<file path="config.mk">
export PLATFORM = sky130hd
export DESIGN_NAME = dcnt_top
export DESIGN_NICKNAME = d
export VERILOG_FILES = /design/src/rtl/dcnt_pkg.sv /design/src/rtl/dcnt_channel.sv /design/src/rtl/dcnt_top.sv
export SDC_FILE = /design/constraint.sdc
export NUM_CORES = 1
export LEC_CHECK = 0
export BUFFER_PORTS_ARGS = -buffer_cell sky130_fd_sc_hd__clkbuf_2
export CAP_MARGIN = 0
export CORE_AREA = 5 5 225 227
export DETAILED_ROUTE_END_ITERATION = 7
export DIE_AREA = 0 0 230 232
export GPL_TIMING_DRIVEN = 0
export PLACE_DENSITY = 0.9
export REMOVE_ABC_BUFFERS = 1
export SLEW_MARGIN = 20
export SYNTH_ARGS = -nofsm -noshare
export SYNTH_HDL_FRONTEND = slang
export SYNTH_SLANG_ARGS = --single-unit
export TNS_END_PERCENT = 20
</file>
<file path="constraint.sdc">
create_clock -name core_clk -period 10.45 [get_ports core_clk]
set_input_delay 2.6125 -clock core_clk [delete_from_list [all_inputs] [get_ports core_clk]]
set_output_delay 2.6125 -clock core_clk [all_outputs]
set_load 0.1 [all_outputs]
</file>
<file path="src/rtl/dcnt_pkg.sv">
// Purpose: Shared constants for the dual up/down compare counter.
// Assumes: 32-bit AXI4-Lite register access, 25 MHz core clock.
// Notes: Counter B registers sit one bank above counter A.
package dcnt_pkg;
	localparam int NUM_CNT = 2;
	localparam int DW = 32;
	localparam int AW = 8;

	// Register map, word indices inside one bank
	localparam logic [2:0] IDX_CTRL = 3'h0;
	localparam logic [2:0] IDX_CFG = 3'h1;
	localparam logic [2:0] IDX_RSTVAL = 3'h2;
	localparam logic [2:0] IDX_PEND = 3'h3;
	localparam logic [2:0] IDX_COUNT = 3'h4;
	localparam logic [2:0] IDX_COMP = 3'h5;
	localparam logic [2:0] IDX_STATUS = 3'h6;
	localparam int IDX_LSB = 2;
	localparam int IDX_MSB = 4;
	localparam int BANK_BIT = 5;
	localparam int MAP_TOP = 7;

	// Control register fields
	localparam int CTRL_GATE = 0;
	localparam int CTRL_RESET = 1;
	localparam int CTRL_SETCMP = 2;
	localparam int CTRL_XCHG = 3;
	localparam logic [3:0] CTRL_RST_VAL = 4'h8;

	// Configuration register fields
	localparam int CFG_MODE = 0;
	localparam int CFG_RUP_LSB = 2;
	localparam int CFG_RDN_LSB = 4;
	localparam int CFG_RST_UP = 6;
	localparam int CFG_RST_DN = 7;
	localparam int CFG_LD_UP = 8;
	localparam int CFG_LD_DN = 9;
	localparam int CFG_W = 10;
	localparam logic [9:0] CFG_RST_VAL = 10'h000;

	localparam logic [31:0] RSTVAL_DEF = 32'h0000_0000;
	localparam logic [31:0] PEND_DEF = 32'h0000_0000;
	localparam logic [31:0] COMP_DEF = 32'h0000_0000;
	localparam logic [31:0] ONE = 32'h0000_0001;

	// Output reaction on a compare event
	localparam logic [1:0] REACT_NONE = 2'h0;
	localparam logic [1:0] REACT_ON = 2'h1;
	localparam logic [1:0] REACT_TOGGLE = 2'h2;
	localparam logic [1:0] REACT_OFF = 2'h3;

	localparam logic [1:0] RESP_OKAY = 2'h0;
	localparam logic [1:0] RESP_SLVERR = 2'h2;
endpackage

</file>
<file path="src/rtl/dcnt_channel.sv">
// Purpose: One 32-bit up/down counter with comparator and one output.
// Assumes: Counting pins are asynchronous; control comes from core_clk logic.
// Notes: Wraps naturally through two's complement at both ends.
`timescale 1ns/1ps
module dcnt_channel (
	input wire logic core_clk, // Core clock
	input wire logic nrst, // Async reset, active low
	input wire logic up_pin, // Up or pulse pin
	input wire logic dn_pin, // Down or direction pin
	input wire logic gate, // Count gate
	input wire logic hold_rst, // Level reset to reset value
	input wire logic set_comp, // Compare load strobe, rising edge
	input wire logic mode, // 0 up/down, 1 pulse/direction
	input wire logic [1:0] react_up, // Reaction on reach from below
	input wire logic [1:0] react_dn, // Reaction on fall below
	input wire logic rst_on_up, // Reset count on reach from below
	input wire logic rst_on_dn, // Reset count on fall below
	input wire logic ld_on_up, // Load comparator on reach from below
	input wire logic ld_on_dn, // Load comparator on fall below
	input wire logic [31:0] reset_value, // Reset value
	input wire logic [31:0] pending_compare_value, // New comparison value
	output logic [31:0] count, // Actual value
	output logic [31:0] comp, // Active comparison value
	output logic out_pin // Digital output
);
	logic [1:0] s1_q, s2_q, s3_q, filt_q, filt_d, rise;
	logic [31:0] count_q, comp_q, count_next;
	logic out_q, sc_q, inc, dec, hit_up, hit_dn;

	// Three stages; a change is accepted once stages two and three agree
	always_ff @(posedge core_clk or negedge nrst) begin
		if (!nrst) begin
			s1_q <= 2'h0;
			s2_q <= 2'h0;
			s3_q <= 2'h0;
			filt_q <= 2'h0;
		end else begin
			s1_q <= {dn_pin, up_pin};
			s2_q <= s1_q;
			s3_q <= s2_q;
			filt_q <= filt_d;
		end
	end

	always_comb begin
		for (int i = 0; i < 2; i++) begin
			filt_d[i] = (s2_q[i] == s3_q[i]) ? s3_q[i] : filt_q[i];
		end
		rise = filt_d & ~filt_q;
	end

	// Direction level is sampled as filtered, so a skewed edge is not miscounted
	always_comb begin
		if (mode) begin
			inc = rise[0] & filt_d[1];
			dec = rise[0] & ~filt_d[1];
		end else begin
			inc = rise[0] & ~rise[1];
			dec = rise[1] & ~rise[0];
		end
		inc = inc & gate & ~hold_rst;
		dec = dec & gate & ~hold_rst;
		count_next = inc ? count_q + dcnt_pkg::ONE : count_q - dcnt_pkg::ONE;
		hit_up = inc && (count_next == comp_q);
		hit_dn = dec && (count_q == comp_q);
	end

	always_ff @(posedge core_clk or negedge nrst) begin
		if (!nrst) begin
			count_q <= dcnt_pkg::RSTVAL_DEF;
		end else if (hold_rst) begin
			count_q <= reset_value;
		end else if ((hit_up && rst_on_up) || (hit_dn && rst_on_dn)) begin
			count_q <= reset_value;
		end else if (inc || dec) begin
			count_q <= count_next;
		end
	end

	always_ff @(posedge core_clk or negedge nrst) begin
		if (!nrst) begin
			sc_q <= 1'b0;
			comp_q <= dcnt_pkg::COMP_DEF;
		end else begin
			sc_q <= set_comp;
			if (set_comp && !sc_q) begin
				comp_q <= pending_compare_value;
			end else if ((hit_up && ld_on_up) || (hit_dn && ld_on_dn)) begin
				comp_q <= pending_compare_value;
			end
		end
	end

	always_ff @(posedge core_clk or negedge nrst) begin
		if (!nrst) begin
			out_q <= 1'b0;
		end else if (hold_rst) begin
			out_q <= 1'b0;
		end else if (hit_up || hit_dn) begin
			case (hit_up ? react_up : react_dn)
				dcnt_pkg::REACT_ON: out_q <= 1'b1;
				dcnt_pkg::REACT_TOGGLE: out_q <= ~out_q;
				dcnt_pkg::REACT_OFF: out_q <= 1'b0;
				default: out_q <= out_q;
			endcase
		end
	end

	assign count = count_q;
	assign comp = comp_q;
	assign out_pin = out_q;
endmodule // dcnt_channel

</file>
<file path="src/rtl/dcnt_top.sv">
// Purpose: Dual independent up/down compare counter with AXI4-Lite registers.
// Assumes: 25 MHz core_clk, counting pins asynchronous to it.
// Notes: Counter A is bank 0, counter B bank 1 of the register map.
//
// Notes on behaviour
// - Two identical, fully independent counters.
// - A uses pins 0,1; B uses 2,3.
// - Each counter drives exactly one output.
// - Exchange enable gates both control and data exchange.
// - Gate low ignores pulses; high counts them.
// - Reset control holds count at reset value.
// - Reset control forces output low, ignores compares.
// - Rising load strobe activates pending compare value.
// - Compare event, if enabled for its direction, also activates pending compare value.
// - Compare values are full signed 32-bit.
// - Pulse mode: direction high up, low down.
// - Count wraps at maximum and minimum.
// - Compare reaction: none, on, toggle, off.
`timescale 1ns/1ps
module dcnt_top (
	input wire logic core_clk, // Core clock, 25 MHz
	input wire logic nrst, // Async reset, active low
	input wire logic a_up_pulse, // Counter A up or pulse pin
	input wire logic a_down_dir, // Counter A down or direction pin
	input wire logic b_up_pulse, // Counter B up or pulse pin
	input wire logic b_down_dir, // Counter B down or direction pin
	output logic a_out, // Counter A digital output
	output logic b_out, // Counter B digital output
	input wire logic [7:0] s_axi_awaddr, // Write address
	input wire logic [2:0] s_axi_awprot, // Write protection, unused
	input wire logic s_axi_awvalid, // Write address valid
	output logic s_axi_awready, // Write address ready
	input wire logic [31:0] s_axi_wdata, // Write data
	input wire logic [3:0] s_axi_wstrb, // Write byte strobes
	input wire logic s_axi_wvalid, // Write data valid
	output logic s_axi_wready, // Write data ready
	output logic [1:0] s_axi_bresp, // Write response
	output logic s_axi_bvalid, // Write response valid
	input wire logic s_axi_bready, // Write response ready
	input wire logic [7:0] s_axi_araddr, // Read address
	input wire logic [2:0] s_axi_arprot, // Read protection, unused
	input wire logic s_axi_arvalid, // Read address valid
	output logic s_axi_arready, // Read address ready
	output logic [31:0] s_axi_rdata, // Read data
	output logic [1:0] s_axi_rresp, // Read response
	output logic s_axi_rvalid, // Read data valid
	input wire logic s_axi_rready // Read data ready
);
	localparam int N = dcnt_pkg::NUM_CNT;

	// Software-side registers
	logic [3:0] ctrl_q [N];
	logic [dcnt_pkg::CFG_W-1:0] cfg_q [N];
	logic [31:0] rstval_q [N];
	logic [31:0] pend_q [N];
	// Values handed to and from the counters while exchange is enabled
	logic [2:0] app_ctrl_q [N];
	logic [31:0] app_pend_q [N];
	logic [31:0] snap_count_q [N];
	logic [31:0] snap_comp_q [N];
	logic [31:0] cnt_val [N];
	logic [31:0] cmp_val [N];
	logic [N-1:0] up_pins, dn_pins, outs;

	assign up_pins = {b_up_pulse, a_up_pulse};
	assign dn_pins = {b_down_dir, a_down_dir};
	assign a_out = outs[0];
	assign b_out = outs[1];

	// Each counter owns its own registers and logic; nothing is shared
	for (genvar g = 0; g < N; g++) begin : g_cnt
		dcnt_channel u_chan (
			.core_clk(core_clk),
			.nrst(nrst),
			.up_pin(up_pins[g]),
			.dn_pin(dn_pins[g]),
			.gate(app_ctrl_q[g][dcnt_pkg::CTRL_GATE]),
			.hold_rst(app_ctrl_q[g][dcnt_pkg::CTRL_RESET]),
			.set_comp(app_ctrl_q[g][dcnt_pkg::CTRL_SETCMP]),
			.mode(cfg_q[g][dcnt_pkg::CFG_MODE]),
			.react_up(cfg_q[g][dcnt_pkg::CFG_RUP_LSB +: 2]),
			.react_dn(cfg_q[g][dcnt_pkg::CFG_RDN_LSB +: 2]),
			.rst_on_up(cfg_q[g][dcnt_pkg::CFG_RST_UP]),
			.rst_on_dn(cfg_q[g][dcnt_pkg::CFG_RST_DN]),
			.ld_on_up(cfg_q[g][dcnt_pkg::CFG_LD_UP]),
			.ld_on_dn(cfg_q[g][dcnt_pkg::CFG_LD_DN]),
			.reset_value(rstval_q[g]),
			.pending_compare_value(app_pend_q[g]),
			.count(cnt_val[g]),
			.comp(cmp_val[g]),
			.out_pin(outs[g])
		);

		// Clearing exchange enable freezes the control and data paths, never the counter itself
		always_ff @(posedge core_clk or negedge nrst) begin
			if (!nrst) begin
				app_ctrl_q[g] <= dcnt_pkg::CTRL_RST_VAL[2:0];
				app_pend_q[g] <= dcnt_pkg::PEND_DEF;
				snap_count_q[g] <= dcnt_pkg::RSTVAL_DEF;
				snap_comp_q[g] <= dcnt_pkg::COMP_DEF;
			end else if (ctrl_q[g][dcnt_pkg::CTRL_XCHG]) begin
				app_ctrl_q[g] <= ctrl_q[g][2:0];
				app_pend_q[g] <= pend_q[g];
				snap_count_q[g] <= cnt_val[g];
				snap_comp_q[g] <= cmp_val[g];
			end
		end
	end

	// Write channel: address and data are taken in either order
	logic aw_full_q, w_full_q, bvalid_q;
	logic [7:0] aw_addr_q;
	logic [31:0] w_data_q;
	logic [3:0] w_strb_q;
	logic do_write, wr_hit, wr_bank;
	logic [2:0] wr_idx;

	assign s_axi_awready = !aw_full_q && !bvalid_q;
	assign s_axi_wready = !w_full_q && !bvalid_q;
	assign do_write = aw_full_q && w_full_q && !bvalid_q;
	assign wr_idx = aw_addr_q[dcnt_pkg::IDX_MSB:dcnt_pkg::IDX_LSB];
	assign wr_bank = aw_addr_q[dcnt_pkg::BANK_BIT];
	assign wr_hit = (aw_addr_q[7:dcnt_pkg::BANK_BIT+1] == '0) && (wr_idx != 3'(dcnt_pkg::MAP_TOP));

	function automatic logic [31:0] merge(input logic [31:0] old, input logic [31:0] nw, input logic [3:0] strb);
		logic [31:0] r;
		r = old;
		for (int i = 0; i < 4; i++) begin
			if (strb[i]) begin
				r[8*i +: 8] = nw[8*i +: 8];
			end
		end
		return r;
	endfunction

	always_ff @(posedge core_clk or negedge nrst) begin
		if (!nrst) begin
			aw_full_q <= 1'b0;
			aw_addr_q <= 8'h00;
		end else if (s_axi_awvalid && s_axi_awready) begin
			aw_full_q <= 1'b1;
			aw_addr_q <= s_axi_awaddr;
		end else if (do_write) begin
			aw_full_q <= 1'b0;
		end
	end

	always_ff @(posedge core_clk or negedge nrst) begin
		if (!nrst) begin
			w_full_q <= 1'b0;
			w_data_q <= 32'h0000_0000;
			w_strb_q <= 4'h0;
		end else if (s_axi_wvalid && s_axi_wready) begin
			w_full_q <= 1'b1;
			w_data_q <= s_axi_wdata;
			w_strb_q <= s_axi_wstrb;
		end else if (do_write) begin
			w_full_q <= 1'b0;
		end
	end

	always_ff @(posedge core_clk or negedge nrst) begin
		if (!nrst) begin
			bvalid_q <= 1'b0;
			s_axi_bresp <= dcnt_pkg::RESP_OKAY;
		end else if (do_write) begin
			bvalid_q <= 1'b1;
			s_axi_bresp <= wr_hit ? dcnt_pkg::RESP_OKAY : dcnt_pkg::RESP_SLVERR;
		end else if (s_axi_bready) begin
			bvalid_q <= 1'b0;
		end
	end
	assign s_axi_bvalid = bvalid_q;

	// Register writes; read-only words accept and drop the data
	always_ff @(posedge core_clk or negedge nrst) begin
		if (!nrst) begin
			for (int i = 0; i < N; i++) begin
				ctrl_q[i] <= dcnt_pkg::CTRL_RST_VAL;
				cfg_q[i] <= dcnt_pkg::CFG_RST_VAL;
				rstval_q[i] <= dcnt_pkg::RSTVAL_DEF;
				pend_q[i] <= dcnt_pkg::PEND_DEF;
			end
		end else if (do_write && wr_hit) begin
			case (wr_idx)
				dcnt_pkg::IDX_CTRL: begin
					ctrl_q[wr_bank] <= 4'(merge(32'(ctrl_q[wr_bank]), w_data_q, w_strb_q));
				end
				dcnt_pkg::IDX_CFG: begin
					cfg_q[wr_bank] <= 10'(merge(32'(cfg_q[wr_bank]), w_data_q, w_strb_q));
				end
				dcnt_pkg::IDX_RSTVAL: begin
					rstval_q[wr_bank] <= merge(rstval_q[wr_bank], w_data_q, w_strb_q);
				end
				dcnt_pkg::IDX_PEND: begin
					pend_q[wr_bank] <= merge(pend_q[wr_bank], w_data_q, w_strb_q);
				end
				default: begin
				end
			endcase
		end
	end

	// Read channel: one cycle from address to data
	logic rvalid_q, rd_hit, rd_bank;
	logic [2:0] rd_idx;
	logic [31:0] rd_word;

	assign s_axi_arready = !rvalid_q;
	assign rd_idx = s_axi_araddr[dcnt_pkg::IDX_MSB:dcnt_pkg::IDX_LSB];
	assign rd_bank = s_axi_araddr[dcnt_pkg::BANK_BIT];
	assign rd_hit = (s_axi_araddr[7:dcnt_pkg::BANK_BIT+1] == '0) && (rd_idx != 3'(dcnt_pkg::MAP_TOP));

	always_comb begin
		rd_word = 32'h0000_0000;
		case (rd_idx)
			dcnt_pkg::IDX_CTRL: rd_word = 32'(ctrl_q[rd_bank]);
			dcnt_pkg::IDX_CFG: rd_word = 32'(cfg_q[rd_bank]);
			dcnt_pkg::IDX_RSTVAL: rd_word = rstval_q[rd_bank];
			dcnt_pkg::IDX_PEND: rd_word = pend_q[rd_bank];
			dcnt_pkg::IDX_COUNT: rd_word = snap_count_q[rd_bank];
			dcnt_pkg::IDX_COMP: rd_word = snap_comp_q[rd_bank];
			dcnt_pkg::IDX_STATUS: rd_word = 32'(outs[rd_bank]);
			default: rd_word = 32'h0000_0000;
		endcase
	end

	always_ff @(posedge core_clk or negedge nrst) begin
		if (!nrst) begin
			rvalid_q <= 1'b0;
			s_axi_rdata <= 32'h0000_0000;
			s_axi_rresp <= dcnt_pkg::RESP_OKAY;
		end else if (s_axi_arvalid && s_axi_arready) begin
			rvalid_q <= 1'b1;
			s_axi_rdata <= rd_hit ? rd_word : 32'h0000_0000;
			s_axi_rresp <= rd_hit ? dcnt_pkg::RESP_OKAY : dcnt_pkg::RESP_SLVERR;
		end else if (s_axi_rready) begin
			rvalid_q <= 1'b0;
		end
	end
	assign s_axi_rvalid = rvalid_q;
endmodule // dcnt_top

</file>
==> qor.yml <==
synth:
  async_flop_share: 1.00
  synth_area_um2: 31100
  synthMuxAreaShare: 0.245
  synth_edf_count: 0
  ys.flop_type: "dfrtp_1"
  synth_xor_area_frac: 0.0552
  synth-compound-area-share: 0.0924
  synth_top_family_by_area: "multiplexers"
  synth-simple-area-share: 0.0797
  synth_cell_types: 93
  synth_fa_ha_area_frac: 0.0315
  synth_seq_cells: 582
  synth_warnings: 0
  ys_seq_area_frac: 0.468
  avgSynthCellArea_um2: 11.8
  syn_inst: 2629
final_layout:
  nFillCells: 3191
  area_growth_pct: 10.5
  antenna_cells: 0
  final_layout_size_suffix_gt1_frac: 0.284
  final_common_cell: "dfrtp_1"
  layout_common_cells: "580 x dfrtp_1, 395 x mux2_2, 172 x nand2_1, 158 x mux2i_1, 123 x xor2_1"
  nets: 2812
cts:
  cts_resized: 0
  cts_hold_buf: 0
  clock_sinks: 582
  cts_made_buffers: 58
  root_buffer: "clkbuf_16"
  cts_setup_buffers: 0
  clk_pin_slew_ns: 0.06
  cts_buffer_depth: 3
  insertion_delay_ns: 0.65
  cts_tree: "yes"
  htreeDepth: 2
floorplan:
  pin_count: 112
  fp.dieW_um: 230
  start_util: 0.642
  die_y_um: 232
  row_count: 81
  core_area_um2: 48400
  dieArea_um2: 53400
critical_path:
  rrSetupSlack_ns: 3.12
  path_cells: "maj3_1 -> nor2b_1 -> nor4_2 -> inv_2 -> ha_1 -> and2_1 -> nand3_1 -> o41a_1 -> a22oi_1 -> a21oi_1 -> xnor2_1 -> xnor2_1 -> o21ai_1 -> or4b_2 -> o21ai_4 -> buf_16 -> mux2_2"
  path_max_fanout: 38
  cpMostUsedCell: "xnor2_1"
  timing.rr.end: "g_cnt[0].u_chan.comp[31]$_DFFE_PN0P_"
  worstPathRequired_ns: 10.97
  worstPathArrival_ns: 7.85
  r2r_cells: 17
  cp_slowest_stage_delay_ns: 0.98
  r2r_start: "g_cnt[0].u_chan.s2_q[1]$_DFF_PN0_"
  worst-setup-path-type: "flop to flop"
  crit_path_top_delay_cell: "nor4_2"
  start_kind: "flop"
  end_kind: "flop"
run_status:
  status: "finished, final reports clean"
sta:
  tightest_slew_ns: 1.27
  drv_slew: 0
  holdWs_ns: 0.350
  rsz0062_at_grt: "false"
  finalClockSkew_ns: 0.0427
  finalHoldViolCount: 0
  finalSetupViolCount: 0
  fin_crit_sh: 0.701
  fmax_mhz: 136
  min_period_ns: 7.33
  slew_headroom: 0.151
  fin_ws_ns: 3.12
routing:
  drtPass1Iterations: 5
  ant_nets: 0
  drc: 0
  post_drt_wl_per_cell_um: 28.1
  avgViaCountPerCell: 6.71
  initialDrtViolationCount: 2043
  dr_total_vias: 22400
  routed_wl_mm: 93.9
placed_design:
  hpwlAfterDp_mm: 67.5
  io_buffers: 99
  dpl_worst_slack_ns: 3.39
  gp_congestion: 1.03
power:
  leakagePower_nw: 17.1
  ir_drop_uv: 342
  power_density_nw_per_um2: 375
global_routing:
  grt_max_degree: 98
  grt-ovfl-total: 0
  grt_pass1_vias: 23400
  grt_util_all_layers: 0.350
  grt_pass1_wl_mm: 144
  antenna_found_initial: 0
worst_hold_path:
  hp-start: "g_cnt[1].u_chan.s1_q[0]$_DFF_PN0_"
  whs_endpoint: "g_cnt[1].u_chan.s2_q[0]$_DFF_PN0_"
  min_path_type: "flop to flop"
  holdPathStages: 0
run:
  maxCapViolCount: 0
## through the flow
step           TNS (ns)  power [mW]  cells   util  instance area [um^2]
2_1_floorplan         0        8.20   2483      -                 30400
3_3_place_gp   -3335.21        10.3   3204  0.654                 31700
3_5_place_dp          0        10.5   3231  0.668                 32400
4_1_cts               0        12.7   3341  0.710                 34400
5_1_grt               0        13.5   3341  0.710                 34400
6_report              0        12.9   3341  0.710                 34400
## flip-flops by register name, indices dropped and copies added (netlist names), 8 cells and up
| register | cells |
|---|---|
| pend_q | 64 |
| snap_count_q | 64 |
| cfg_q | 20 |
| s_axi_rdata | 32 |
| g_cnt.u_chan.comp | 64 |
| app_pend_q | 64 |
| rstval_q | 64 |
| ctrl_q | 8 |
| w_data_q | 32 |
| snap_comp_q | 64 |
| g_cnt.u_chan.count | 64 |
## worst max-delay path: cells and delay by family (launching register included)
kind	cells	cell delay (ns)
xor+xnor	2	0.47
mux	1	0.35
flops	1	0.38
fa+ha+maj	2	0.98
simple gates	5	2.24
buf+inv	2	0.89
compound gates	5	1.84
## power breakdown
part	internal [mW]	switching (mW)
clock network	1.28	0.919
logic	2.84	4.32
registers	2.81	0.720
total	6.93	5.96
## Yosys cell counts (72+ instances only)
master | n | area, um^2
dfrtp_1 | 580 | 14500
mux2_2 | 395 | 4450
nand2_1 | 175 | 657
mux2i_1 | 158 | 1580
xor2_1 | 123 | 1080
o21ai_0 | 111 | 556
mux2_4 | 107 | 1610
nor2_1 | 101 | 379
a21oi_1 | 98 | 490
clkbuf_1 | 97 | 364
ha_1 | 72 | 901
## cells by family (layout without fill, tap and decap cells)
logic type,count (synthesis),count (layout)
buffers and inverters,180,269
AND/OR/NAND/NOR,494,494
XOR/XNOR,189,189
other,1,2
multiplexers,660,660
flip-flops,582,582
adder cells (fa/ha/maj),78,78
AO/OA/AOI/OAI,445,445
## worst max path at each step
stage / slack, ns / startpoint / to
floorplan: 4.77 / g_cnt[0].u_chan.s2_q[1]$_DFF_PN0_ / g_cnt[0].u_chan.comp[0]$_DFFE_PN0P_
global placement: -5.83 / nrst / s_axi_rdata[12]$_DFFE_PN0P_
detailed placement: 3.39 / g_cnt[0].u_chan.s2_q[1]$_DFF_PN0_ / g_cnt[0].u_chan.comp[31]$_DFFE_PN0P_
CTS: 3.27 / g_cnt[0].u_chan.s2_q[1]$_DFF_PN0_ / g_cnt[0].u_chan.comp[31]$_DFFE_PN0P_
global route: 3.04 / g_cnt[0].u_chan.s2_q[1]$_DFF_PN0_ / g_cnt[0].u_chan.comp[31]$_DFFE_PN0P_
finish: 3.12 / g_cnt[0].u_chan.s2_q[1]$_DFF_PN0_ / g_cnt[0].u_chan.comp[31]$_DFFE_PN0P_
## layer usage
layer  GRT usage  vias to the layer above  wire length, um
met3      0.0515                      255             5950
met4       0.136                        0             4090
met2       0.581                      954            45300
met1       0.471                    11600            38500
met5           0                        -                0
li1            -                     9646                -
## layout make-up
cell class	count	area (um^2)	area share
repair buffers	126	1170	0.0341
inverters	33	124	0.00360
flip-flops and latches	582	14600	0.424
clock inverters	24	402	0.0117
well taps	622	778	0.0226
clock buffers	86	1620	0.0470
multi-input cells	1868	15700	0.457
Power figures use the tool's default switching activity.
